**src/pkg/slq_pkg.sv**
```systemverilog
package slq_pkg;

  // ----------------------------------------------------------------
  // widths
  // ----------------------------------------------------------------
  localparam int ADDR_W = 12;
  localparam int DATA_W = 8;
  localparam int NUM_TGT = 4;

  typedef logic [ADDR_W-1:0] slq_addr_t;
  typedef logic [DATA_W-1:0] slq_data_t;
  typedef logic [NUM_TGT-1:0][DATA_W-1:0] slq_bank_t;

  typedef struct packed {
    logic wr;
    logic rd;
    slq_addr_t addr;
    slq_data_t wdata;
  } slq_bus_s;

  // val[0]..val[3] follow the order of TGT_ADDR
  typedef struct packed {
    logic hit;
    slq_bank_t val;
  } slq_preset_s;

  // ----------------------------------------------------------------
  // register map
  // ----------------------------------------------------------------
  localparam slq_addr_t ADDR_QUICK = 12'h05e;
  localparam slq_addr_t ADDR_LAST_CODE = 12'h0f0;
  localparam slq_addr_t ADDR_APPLY_CNT = 12'h0f1;
  localparam logic [NUM_TGT-1:0][ADDR_W-1:0] TGT_ADDR = {12'h073, 12'h072, 12'h06e, 12'h063};
  localparam slq_bank_t TGT_MASK = {8'h1f, 8'h1f, 8'h1f, 8'h0f};
  localparam slq_bank_t TGT_RST = {8'h00, 8'h00, 8'h00, 8'h00};
  localparam slq_data_t QUICK_READ = 8'h00;
  localparam slq_data_t READ_UNMAPPED = 8'h00;
  localparam slq_data_t LAST_CODE_RST = 8'h00;
  localparam slq_data_t CNT_RST = 8'h00;
  localparam slq_data_t CNT_STEP = 8'h01;

  // ----------------------------------------------------------------
  // preset codes and their field values
  // ----------------------------------------------------------------
  localparam slq_data_t CODE_TWO_LANE = 8'h02;
  localparam slq_data_t CODE_FOUR_LANE = 8'h04;
  localparam slq_data_t CODE_SIX_LANE = 8'h06;
  localparam slq_data_t CODE_EIGHT_LANE = 8'h08;
  localparam slq_data_t CODE_DBL_EIGHT = 8'h48;
  localparam slq_data_t CODE_HBW1_L1 = 8'h81;
  localparam slq_data_t CODE_HBW1_L2 = 8'h82;
  localparam slq_data_t CODE_LBW1_L1 = 8'h91;
  localparam slq_data_t CODE_HBW2_L1 = 8'hc1;

  localparam slq_preset_s PRE_NONE = '0;
  localparam slq_preset_s PRE_TWO_LANE = {1'b1, 8'h0f, 8'h0b, 8'h01, 8'h00};
  localparam slq_preset_s PRE_FOUR_LANE = {1'b1, 8'h0f, 8'h0b, 8'h03, 8'h00};
  localparam slq_preset_s PRE_SIX_LANE = {1'b1, 8'h0b, 8'h0b, 8'h05, 8'h00};
  localparam slq_preset_s PRE_EIGHT_LANE = {1'b1, 8'h0f, 8'h0b, 8'h07, 8'h00};
  localparam slq_preset_s PRE_DBL_EIGHT = {1'b1, 8'h0f, 8'h0f, 8'h07, 8'h04};
  localparam slq_preset_s PRE_HBW1_L1 = {1'b1, 8'h0f, 8'h0f, 8'h00, 8'h08};
  localparam slq_preset_s PRE_HBW1_L2 = {1'b1, 8'h0f, 8'h0f, 8'h01, 8'h08};
  localparam slq_preset_s PRE_LBW1_L1 = {1'b1, 8'h0f, 8'h0f, 8'h00, 8'h09};
  localparam slq_preset_s PRE_HBW2_L1 = {1'b1, 8'h0f, 8'h0f, 8'h00, 8'h0c};

endpackage

```
**src/hdl/slq_cfg_reg.sv**
```systemverilog
`timescale 1ns/10ps
module slq_cfg_reg
  import slq_pkg::*;
#(
  parameter slq_pkg::slq_data_t MASK = 8'hff,
  parameter slq_pkg::slq_data_t RST = 8'h00
)
(
  input wire logic ref_clk,
  input wire logic rstn,
  input wire logic wr_en,
  input wire slq_pkg::slq_data_t wdata,
  input wire logic load_en,
  input wire slq_pkg::slq_data_t load_val,
  output slq_pkg::slq_data_t q
);

  typedef struct packed {
    slq_data_t val;
  } slq_cfg_s;

  slq_cfg_s st_r;
  slq_cfg_s st_nxt;
  slq_data_t merged;

  // ----------------------------------------------------------------
  // per-bit merge: preset bits in field, old bits outside
  // ----------------------------------------------------------------
  genvar b;
  generate
    for (b = 0; b < DATA_W; b++)
    begin : g_bit
      assign merged[b] = MASK[b] ? load_val[b] : st_r.val[b];
    end
  endgenerate

  always_comb
  begin
    st_nxt = st_r;
    if (load_en)
    begin
      st_nxt.val = merged;
    end
    else if (wr_en)
    begin
      st_nxt.val = wdata;
    end
  end

  always_ff @(posedge ref_clk or negedge rstn)
  begin
    if (!rstn)
    begin
      st_r.val <= RST;
    end
    else
    begin
      st_r <= st_nxt;
    end
  end

  assign q = st_r.val;

endmodule

```
**src/hdl/slq_preset_rom.sv**
```systemverilog
`timescale 1ns/10ps
module slq_preset_rom
  import slq_pkg::*;
(
  input wire slq_pkg::slq_data_t code,
  output slq_pkg::slq_preset_s preset
);

  // ----------------------------------------------------------------
  // code decode, pure lookup
  // ----------------------------------------------------------------
  always_comb
  begin
    case (code)
      CODE_TWO_LANE: preset = PRE_TWO_LANE;
      CODE_FOUR_LANE: preset = PRE_FOUR_LANE;
      CODE_SIX_LANE: preset = PRE_SIX_LANE;
      CODE_EIGHT_LANE: preset = PRE_EIGHT_LANE;
      CODE_DBL_EIGHT: preset = PRE_DBL_EIGHT;
      CODE_HBW1_L1: preset = PRE_HBW1_L1;
      CODE_HBW1_L2: preset = PRE_HBW1_L2;
      CODE_LBW1_L1: preset = PRE_LBW1_L1;
      CODE_HBW2_L1: preset = PRE_HBW2_L1;
      // reserved and unknown codes load nothing
      default: preset = PRE_NONE;
    endcase
  end

endmodule

```
**src/hdl/slq_quick_setup.sv**
```systemverilog
// Added by the designer: the plain strobed port.
`timescale 1ns/10ps
// Summary of operation
// - quick-setup register clears itself after every write; nothing is held.
// - reading the quick-setup register always returns zero.
// - quick-setup steers nothing itself; it loads preset fields into link config registers and records the code, a count and an applied pulse.
// - code 0x02 loads 0x0, 0x1, 0xB, 0xF into the four fields.
// - code 0x04 loads 0x0, 0x3, 0xB, 0xF into the four fields.
// - code 0x06 loads 0x0, 0x5, 0xB, 0xB into the four fields.
// - code 0x08 loads 0x0, 0x7, 0xB, 0xF into the four fields.
// - code 0x48 loads 0x4, 0x7, 0xF, 0xF into the four fields.
// - code 0x81 loads 0x8, 0x0, 0xF, 0xF into the four fields.
// - code 0x82 loads 0x8, 0x1, 0xF, 0xF into the four fields.
// - code 0x91 loads 0x9, 0x0, 0xF, 0xF into the four fields.
// - code 0xC1 loads 0xC, 0x0, 0xF, 0xF into the four fields.
// - any unlisted or reserved code leaves all link registers unchanged.
module slq_quick_setup
  import slq_pkg::*;
(
  input wire logic ref_clk,
  input wire logic rstn,
  input wire slq_pkg::slq_bus_s bus,
  output slq_pkg::slq_data_t rdata,
  output slq_pkg::slq_bank_t cfg,
  output logic preset_applied
);

  typedef struct packed {
    slq_data_t rdata;
    logic applied;
    slq_data_t last_code;
    slq_data_t apply_cnt;
  } slq_top_s;

  slq_top_s st_r;
  slq_top_s st_nxt;
  slq_preset_s preset;
  slq_bank_t cfg_q;
  logic quick_wr;
  logic quick_load;
  logic [NUM_TGT-1:0] tgt_wr;
  logic [NUM_TGT-1:0] tgt_sel;

  // ----------------------------------------------------------------
  // preset decode
  // ----------------------------------------------------------------
  // decode is combinational so the load lands on the accepting edge
  slq_preset_rom u_rom (
    .code (bus.wdata),
    .preset (preset)
  );

  // the code is only decoded, so a read of it can only see zero
  // write is consumed, not held at ADDR_QUICK; only last_code keeps a code that hits
  assign quick_wr = bus.wr && (bus.addr == ADDR_QUICK);
  assign quick_load = quick_wr && preset.hit;

  // ----------------------------------------------------------------
  // link configuration registers
  // ----------------------------------------------------------------
  genvar i;
  generate
    for (i = 0; i < NUM_TGT; i++)
    begin : g_tgt
      // a preset and a direct write never meet: different addresses
      assign tgt_sel[i] = (bus.addr == TGT_ADDR[i]);
      // direct writes land after the preset that preceded them
      assign tgt_wr[i] = bus.wr && tgt_sel[i];
      slq_cfg_reg #(
        .MASK (TGT_MASK[i]),
        .RST (TGT_RST[i])
      ) u_cfg (
        .ref_clk (ref_clk),
        .rstn (rstn),
        .wr_en (tgt_wr[i]),
        .wdata (bus.wdata),
        .load_en (quick_load),
        .load_val (preset.val[i]),
        .q (cfg_q[i])
      );
    end
  endgenerate

  // ----------------------------------------------------------------
  // read mux and status
  // ----------------------------------------------------------------
  always_comb
  begin
    st_nxt = st_r;
    // pulse lasts one cycle; software never has to clear it
    st_nxt.applied = quick_load;
    if (quick_load)
    begin
      st_nxt.last_code = bus.wdata;
      st_nxt.apply_cnt = st_r.apply_cnt + CNT_STEP;
    end
    if (bus.rd)
    begin
      st_nxt.rdata = READ_UNMAPPED;
      case (bus.addr)
        ADDR_QUICK: st_nxt.rdata = QUICK_READ;
        ADDR_LAST_CODE: st_nxt.rdata = st_r.last_code;
        ADDR_APPLY_CNT: st_nxt.rdata = st_r.apply_cnt;
        default:
        begin
          for (int k = 0; k < NUM_TGT; k++)
          begin
            if (tgt_sel[k])
            begin
              st_nxt.rdata = cfg_q[k];
            end
          end
        end
      endcase
    end
  end

  always_ff @(posedge ref_clk or negedge rstn)
  begin
    if (!rstn)
    begin
      st_r.rdata <= READ_UNMAPPED;
      st_r.applied <= 1'b0;
      st_r.last_code <= LAST_CODE_RST;
      st_r.apply_cnt <= CNT_RST;
    end
    else
    begin
      st_r <= st_nxt;
    end
  end

  assign rdata = st_r.rdata;
  // the link registers and the applied pulse leave the block; last code and count only by read
  assign cfg = cfg_q;
  assign preset_applied = st_r.applied;

  // ----------------------------------------------------------------
  // checks
  // ----------------------------------------------------------------
  // field bits only; outside bits are the business of f_keep
  function automatic logic f_match(input slq_bank_t bank, input slq_preset_s p);
    logic ok;
    ok = 1'b1;
    for (int k = 0; k < NUM_TGT; k++)
    begin
      ok = ok && ((bank[k] & TGT_MASK[k]) == p.val[k]);
    end
    return ok;
  endfunction

  function automatic logic f_keep(input slq_bank_t now_b, input slq_bank_t old_b);
    logic ok;
    ok = 1'b1;
    for (int k = 0; k < NUM_TGT; k++)
    begin
      ok = ok && ((now_b[k] & ~TGT_MASK[k]) == (old_b[k] & ~TGT_MASK[k]));
    end
    return ok;
  endfunction

  // ----------------------------------------------------------------
  // per-target access checks
  // ----------------------------------------------------------------
  genvar j;
  generate
    for (j = 0; j < NUM_TGT; j++)
    begin : g_chk

    end
  endgenerate
endmodule

```
**config.mk**
```make
export PLATFORM = sky130hd
export DESIGN_NAME = slq_quick_setup
export DESIGN_NICKNAME = d
export VERILOG_FILES = /design/src/pkg/slq_pkg.sv /design/src/hdl/slq_cfg_reg.sv /design/src/hdl/slq_preset_rom.sv /design/src/hdl/slq_quick_setup.sv
export SDC_FILE = /design/constraint.sdc
export NUM_CORES = 1
export LEC_CHECK = 0
export ABC_AREA = 1
export BUFFER_PORTS_ARGS = -buffer_cell sky130_fd_sc_hd__buf_2
export CAP_MARGIN = 20
export CORE_MARGIN = 8
export CORE_UTILIZATION = 55
export DETAILED_ROUTE_END_ITERATION = 10
export HOLD_SLACK_MARGIN = 0.02
export PLACE_DENSITY = 0.78
export SKIP_LAST_GASP = 1
export SLEW_MARGIN = 0
export SYNTH_ARGS = -nofsm -noshare
export SYNTH_HDL_FRONTEND = slang
export SYNTH_HIERARCHICAL = 1
export SYNTH_SLANG_ARGS = --single-unit
```
**constraint.sdc**
```tcl
create_clock -name ref_clk -period 1.8 [get_ports ref_clk]
set_input_delay 0.09 -clock ref_clk [delete_from_list [all_inputs] [get_ports ref_clk]]
set_output_delay 0.09 -clock ref_clk [all_outputs]
set_load 0.05 [all_outputs]
```
==> flow_metrics.tcl, run 1 <==
set metrics [dict create \
    diodes 0 \
    syn_to_final_growth_pct 17.5 \
    setup_viol 0 \
    coreArea_sq_mm 0.00664 \
    num_io_pins 65 \
    max-slew-margin-rel 0.626 \
    place.gp.congestion 0.968 \
    crit_path_end_kind "flop" \
    grt_pass1_wl_mm 16.8 \
    grt_max_degree 36 \
    power_leakage_uw 0.00245 \
    numCtsBuffers 9 \
    hold_path_class "in2reg" \
    fp.dieW_um 97.8 \
    clk_pin_slew_ps 70 \
    final_common_cell "nand2_1" \
    drc 0 \
    crit_arrival_ps 1650 \
    ant_nets 0 \
    syn-cell-area_sq_mm 0.00368 \
    vias_per_cell 5.33 \
    dpl.hpwl_mm 7.85 \
    rows 30 \
    synth_cells 513 \
    grt_pass1_vias 3541 \
    num_vias 3563 \
    irDropWorstVdd_uv 537 \
    clockBufferDepth 2 \
    p_per_area_mw_per_mm2 691 \
    clk-insertion-delay-late_ps 340 \
    status "complete, no violations" \
    fmax_mhz 699 \
    wl_per_cell_um 15.4 \
    worstPathRequired_ps 2020 \
    crit_start "bus[1]" \
    ff2ff_setup_slack_ps 560 \
    maxCapViolCount 0 \
    placement.io_buffers 64 \
    layout_common_cells "nand2_1, nand3_1, buf_2, dfrtp_1, inv_1" \
    overflow 0 \
    finClkSkew_ps 6.31 \
    path_class "in2reg" \
    worstHoldStart "bus[20]" \
    first_pass_iters 4 \
    antenna_found_initial 0 \
    dieArea_sq_mm 0.00956 \
    first_iter_violations 292 \
    cts_sinks 57 \
    crit_fanout 28 \
    start_kind "primary input" \
    syn_avg_cell_area_sq_um 7.17 \
    dpl_cell_area_sq_mm 0.00407 \
    die_h_um 97.8 \
    rsz0062_at_grt "no" \
    final.setup.tns_ps 0 \
    wirelength_mm 10.3 \
    final.period_utilization 0.795 \
    design_area_sq_mm 0.00432 \
    htree_levels 3 \
    hold_violations 0 \
    root_buffer "clkbuf_8" \
    cts_tree "yes" \
    drv_slew 0 \
    initial_core_util 0.553 \
    fin_crit_ps 1430 \
    drive_above_1_share 0.270 \
    track_usage 0.219 \
    fin_util 0.650 \
    nNetsFinal 609 \
    max_slew.worst_pin.slew_ps 561 \
    rr_startpoint "st_r[0]$_DFFE_PN0P_" \
    ys_warn_count 6 \
]
timing repair:
item                                   CTS  global route
hold buffers                             1             0
setup buffers                            0             0
resized for setup                        0             0
endpoints found under the hold margin   22             0
where the power goes:
part / leakage [uW] / switching [uW] / internal [uW]
logic: 0.00154 / 148 / 62.1
clock network: 0.000120 / 531 / 955
registers: 0.000791 / 3.13 / 1280
worst max-delay path, stage by stage:
cell     delay, ps
buf_2          100
buf_4          150
nand4_1        120
nor2_1         230
nor2_4          70
nand3_1        100
nand2_1         60
inv_1          100
nand2_4         70
inv_2          100
buf_12         190
inv_2           90
nand3_1         90
nand3_1         80
per-layer routing:
metal  vias to the layer above  global-route usage  wire length (um)  share of wire
met5                         -                   0                 0              0
met4                         0              0.0719               219          0.021
met3                        22              0.0626               797          0.077
met2                       151               0.374              5080           0.49
met1                      1659               0.256              4230           0.41
li1                       1731                   -                 -              -
worst paths after layout:
| kind | cells after the start | end |
|---|---|---|
| setup / recovery | 14 | g_tgt[2].u_cfg/q[1]$_DFFE_PN0P_ |
| hold / removal | 3 | rdata[7]$_DFFE_PN0P_ |
| setup reg to reg | 6 | st_r[4]$_DFFE_PN0P_ |
| hold reg to reg | 2 | rdata[7]$_DFFE_PN0P_ |
| max in group asynchronous | 3 | preset_applied$_DFF_PN0_ |
| min in group asynchronous | 2 | st_r[4]$_DFFE_PN0P_ |
area by class of cell:
cell class / count / area, sq um
Fill cell: 605 / 2320
Multi-Input combinational cell: 374 / 1820
Sequential cell: 57 / 1430
Timing Repair Buffer: 85 / 518
Inverter: 57 / 214
Clock buffer: 11 / 141
Clock inverter: 5 / 103
Tap cell: 80 / 100
state kept, by name, indices dropped and copies added (netlist names):
| name | count |
|---|---|
| preset_applied | 1 |
| g_tgt.u_cfg/q | 32 |
| st_r | 16 |
| rdata | 8 |
per-stage QoR:
stage / setup WS, ps / power, uW / hold WS [ps] / cells
2_1_floorplan: 22.0 / 1410 / -206 / 517
3_3_place_gp: 135 / 1510 / 95.4 / 652
3_5_place_dp: 100 / 1520 / 107 / 652
4_1_cts: 383 / 2990 / 44.4 / 669
5_1_grt: 260 / 3070 / 57.5 / 669
6_report: 369 / 2980 / 49.3 / 669
Power figures use the tool's default switching activity.
==> run 2, diff against run 1 <==
clock period = 1.4 ns   (was 1.8 ns; I/O delays follow)
==> flow_metrics.tcl, run 2 (synthesis gave the netlist of run 1 again) <==
set metrics [dict create \
    status "complete, no violations" \
    dp_slack_ps -152 \
    htree_levels 3 \
    numCtsBuffers 9 \
    grt_max_degree 58 \
    worst-path-buf-inv 1 \
    cts_tree "yes" \
    finalPower_uw 3720 \
    fin_ws_ps 172 \
    clk-insertion-delay-late_ps 330 \
    crit_start "st_r[2]$_DFFE_PN0P_" \
    rr_endpoint "st_r[7]$_DFFE_PN0P_" \
    instances_no_fill 683 \
    rows 30 \
    critical_path.top_delay_family "simple AND/OR/NAND/NOR gates" \
    finClkSkew_ps 3.14 \
    endpoint "st_r[7]$_DFFE_PN0P_" \
    path_class "reg2reg" \
    power_leakage_uw 0.00256 \
    initial_core_util 0.553 \
    wl_per_cell_um 14.9 \
    ctsResizeCount 0 \
    hold_path_depth 3 \
    rr_startpoint "st_r[2]$_DFFE_PN0P_" \
    num_io_pins 65 \
    grt_pass1_wl_mm 16.9 \
    overflow 0 \
    largest_reg_flops 32 \
    wirelength_mm 10.2 \
    num_vias 3602 \
    irDropWorstVdd_uv 506 \
    clockBufferDepth 2 \
    dpl.hpwl_mm 7.88 \
    design_area_sq_mm 0.00455 \
    max_slew.worst_pin.slew_ps 512 \
    nFillCells 576 \
    track_usage 0.220 \
    cts_sinks 57 \
    hold_violations 0 \
    place.gp.congestion 0.892 \
    clk_pin_slew_ps 70 \
    dieArea_sq_mm 0.00956 \
    setup_viol 0 \
    start_kind "flop" \
    ant_nets 0 \
    crit_slowest_cell "dfrtp_1" \
    nNetsFinal 623 \
    final.setup.tns_ps 0 \
    place_inst 666 \
    crit_path_max_incr_delay_ps 410 \
    drc 0 \
    crit_fanout 4 \
    ff2ff_setup_slack_ps 170 \
    fin_crit_ps 1230 \
    hold_path_class "in2reg" \
    rr_worst_depth 6 \
    layout_common_cells "nand2_1, nand3_1, buf_2, dfrtp_1, inv_1" \
    first_iter_violations 226 \
    placement.io_buffers 64 \
    crit_cells 6 \
    antenna_found_initial 0 \
    final.period_utilization 0.877 \
    syn_to_final_growth_pct 23.9 \
    crit_chain "nand2_1 -> nor2_1 -> nand4_1 -> xnor2_1 -> inv_1 -> o21ai_0" \
    crit_path_end_kind "flop" \
    fp.dieW_um 97.8 \
    worstPathRequired_ps 1660 \
    final_common_cell "nand2_1" \
    max-slew-margin-rel 0.658 \
    die_h_um 97.8 \
    first_pass_iters 5 \
    p_per_area_mw_per_mm2 817 \
    fmax_mhz 814 \
    drv_slew 0 \
    grt_pass1_vias 3503 \
    crit_arrival_ps 1490 \
    dpl_cell_area_sq_mm 0.00432 \
    maxCapViolCount 0 \
    diodes 0 \
    coreArea_sq_mm 0.00664 \
    rsz0062_at_grt "no" \
    drive_above_1_share 0.303 \
    root_buffer "clkbuf_8" \
    vias_per_cell 5.27 \
]
run 2: metrics by stage:
stage / hold WS [ps] / util
after floorplan: -226 / -
after global placement: 90.1 / 0.650
after detailed placement: 93.1 / 0.650
after CTS: 30.2 / 0.685
after global routing: 48.2 / 0.685
final: 39.5 / 0.685
run 2: layout make-up:
| class | instances | area (sq um) | share of cell area |
|---|---|---|---|
| Clock buffer | 11 | 151 | 0.0332 |
| Multi-Input combinational cell | 374 | 1890 | 0.415 |
| Clock inverter | 5 | 77.6 | 0.0170 |
| Inverter | 57 | 259 | 0.0569 |
| Timing Repair Buffer | 99 | 648 | 0.142 |
| Tap cell | 80 | 100 | 0.0220 |
| Sequential cell | 57 | 1430 | 0.313 |
run 2: how the worst min path moves through the flow:
stage,start,to
detailed placement,rstn,st_r[5]$_DFFE_PN0P_
CTS,bus[20],rdata[3]$_DFFE_PN0P_
finish,bus[20],rdata[5]$_DFFE_PN0P_
floorplan,rstn,g_tgt[0].u_cfg/q[0]$_DFFE_PN0P_
global placement,rstn,st_r[6]$_DFFE_PN0P_
global route,bus[20],rdata[6]$_DFFE_PN0P_
run 2: what timing repair did:
action,CTS,global route
hold endpoints to repair,57,0
setup buffers,0,0
endpoints found under the setup margin,0,0
hold buffers,1,0
run 2: worst min-delay path, stage by stage:
cell and delay (ps):
buf_2 150, nand2_1 80, nand2_1 40
run 2: power breakdown:
group | leakage [uW] | switching [uW] | internal, uW
combinational | 0.00165 | 207 | 92.4
sequential | 0.000791 | 3.93 | 1650
clock | 0.000115 | 674 | 1090
run 2: layer usage:
layer  track usage  vias up  part of all wire
met5             0        -                 0
met4        0.0815        0             0.018
met3        0.0505       18             0.061
met2         0.369      123              0.48
met1         0.270     1697              0.44
li1              -     1764                 -
==> run 3, diff against run 2 <==
CORE_MARGIN = default   (was 8)
==> flow_metrics.tcl, run 3 (synthesis gave the netlist of run 1 again) <==
set metrics [dict create \
    drv_slew 0 \
    wl_per_cell_um 14.3 \
    dieArea_sq_mm 0.00702 \
    fin_crit_ps 1300 \
    fmax_mhz 771 \
    first_pass_iters 4 \
    syn_to_final_growth_pct 23.2 \
    fin_ws_ps 104 \
    crit_path_end_kind "flop" \
    drive_above_1_share 0.311 \
    p_per_area_mw_per_mm2 773 \
    place_inst 669 \
    max-slew-margin-rel 0.661 \
    finClkSkew_ps 7.63 \
    antenna_found_initial 0 \
    grt_max_degree 58 \
    rsz0062_at_grt "no" \
    post_cts_buffers 0 \
    placement.io_buffers 64 \
    crit_arrival_ps 1530 \
    max_slew.worst_pin.slew_ps 507 \
    nNetsFinal 630 \
    track_usage 0.299 \
    grt_pass1_vias 3452 \
    htree_levels 3 \
    setup_viol 0 \
    rows 29 \
    power_leakage_uw 0.00256 \
    overflow 0 \
    status "complete, no violations" \
    coreArea_sq_mm 0.00639 \
    wirelength_mm 9.82 \
    final.period_utilization 0.926 \
    largest_reg_flops 32 \
    clk_pin_slew_ps 70 \
    maxCapViolCount 0 \
    path_class "in2reg" \
    dp_slack_ps -200 \
    fp.dieW_um 83.8 \
    dpl.hpwl_mm 7.54 \
    root_buffer "clkbuf_8" \
    hold_violations 0 \
    vias_per_cell 5.14 \
    initial_core_util 0.576 \
    hold_path_class "in2reg" \
    drc 0 \
    start_kind "primary input" \
    cts_tree "yes" \
    layout_common_cells "nand2_1, nand3_1, buf_2, dfrtp_1, buf_4" \
    grt_pass1_wl_mm 16.3 \
    numCtsBuffers 9 \
    cts_sinks 57 \
    clockBufferDepth 2 \
    num_io_pins 65 \
    die_h_um 83.8 \
    instances_no_fill 687 \
    whs_ps 98.2 \
    crit_fanout 24 \
    place.gp.congestion 0.923 \
    diodes 0 \
    clk-insertion-delay-late_ps 340 \
    num_vias 3534 \
    ant_nets 0 \
    first_iter_violations 257 \
    fin_util 0.709 \
    worstPathRequired_ps 1630 \
    final_common_cell "nand2_1" \
    irDropWorstVdd_uv 722 \
]
## run 3: stage by stage
stage                     total power (uW)  cell area, sq um  setup TNS, ps
after detailed placement              1990              4310          -6180
after floorplan                       1830              3830           -796
after global routing                  3620              4530              0
after global placement                1980              4310          -4700
final                                 3500              4530              0
after CTS                             3530              4520              0
## run 3: worst max-delay path: stages
cell      delay, ps
buf_2           180
inv_12           40
nand2_8          80
nor2_4           40
nand2_2          80
nand2_2          70
nor2_4          130
nand3_4          90
nand2_2          60
inv_2            40
nand2_4          80
clkinv_8        160
inv_2           140
nand2_2          90
nand2_1          80
nand2_1          50
## run 3: what timing repair did
item / 4_1_cts / 5_1_grt
setup endpoints to repair: 0 / 3
hold buffers: 2 / 0
gates resized for setup: 0 / 2
endpoints found under the hold margin: 59 / 0
## run 3: final cells by class
class | instances | area (sq um)
Sequential cell | 57 | 1430
Inverter | 57 | 264
Clock buffer | 10 | 138
Clock inverter | 6 | 57.6
Fill cell | 575 | 1860
Multi-Input combinational cell | 374 | 1890
Timing Repair Buffer | 106 | 653
Tap cell | 77 | 96.3
## run 3: path summary, 6_finish.rpt
check / start / end / slack [ps] / cells after the start
max in group asynchronous: rstn / g_tgt[0].u_cfg/q[7]$_DFFE_PN0P_ / 880 / 3
worst max-delay path: bus[5] / g_tgt[0].u_cfg/q[4]$_DFFE_PN0P_ / 100 / 16
worst max register to register: st_r[2]$_DFFE_PN0P_ / st_r[7]$_DFFE_PN0P_ / 180 / 6
min in group asynchronous: rstn / st_r[7]$_DFFE_PN0P_ / 250 / 3
worst min-delay path: bus[21] / st_r[2]$_DFFE_PN0P_ / 100 / 3
worst min register to register: rdata[0]$_DFFE_PN0P_ / rdata[0]$_DFFE_PN0P_ / 480 / 2
## run 3: metal layers
layer  part of all wire  GRT usage  vias to the layer above
met5                  0          0                        -
met4              0.032      0.137                        0
li1                   -          -                     1774
met1               0.41      0.366                     1623
met3              0.060     0.0524                       26
met2               0.50      0.512                      111
## run 3: power by group
part	leakage, uW	internal [uW]	switching, uW	total (uW)
registers	0.000791	1650	4.01	1650
logic	0.00167	100	209	309
clock network	0.000102	857	679	1540
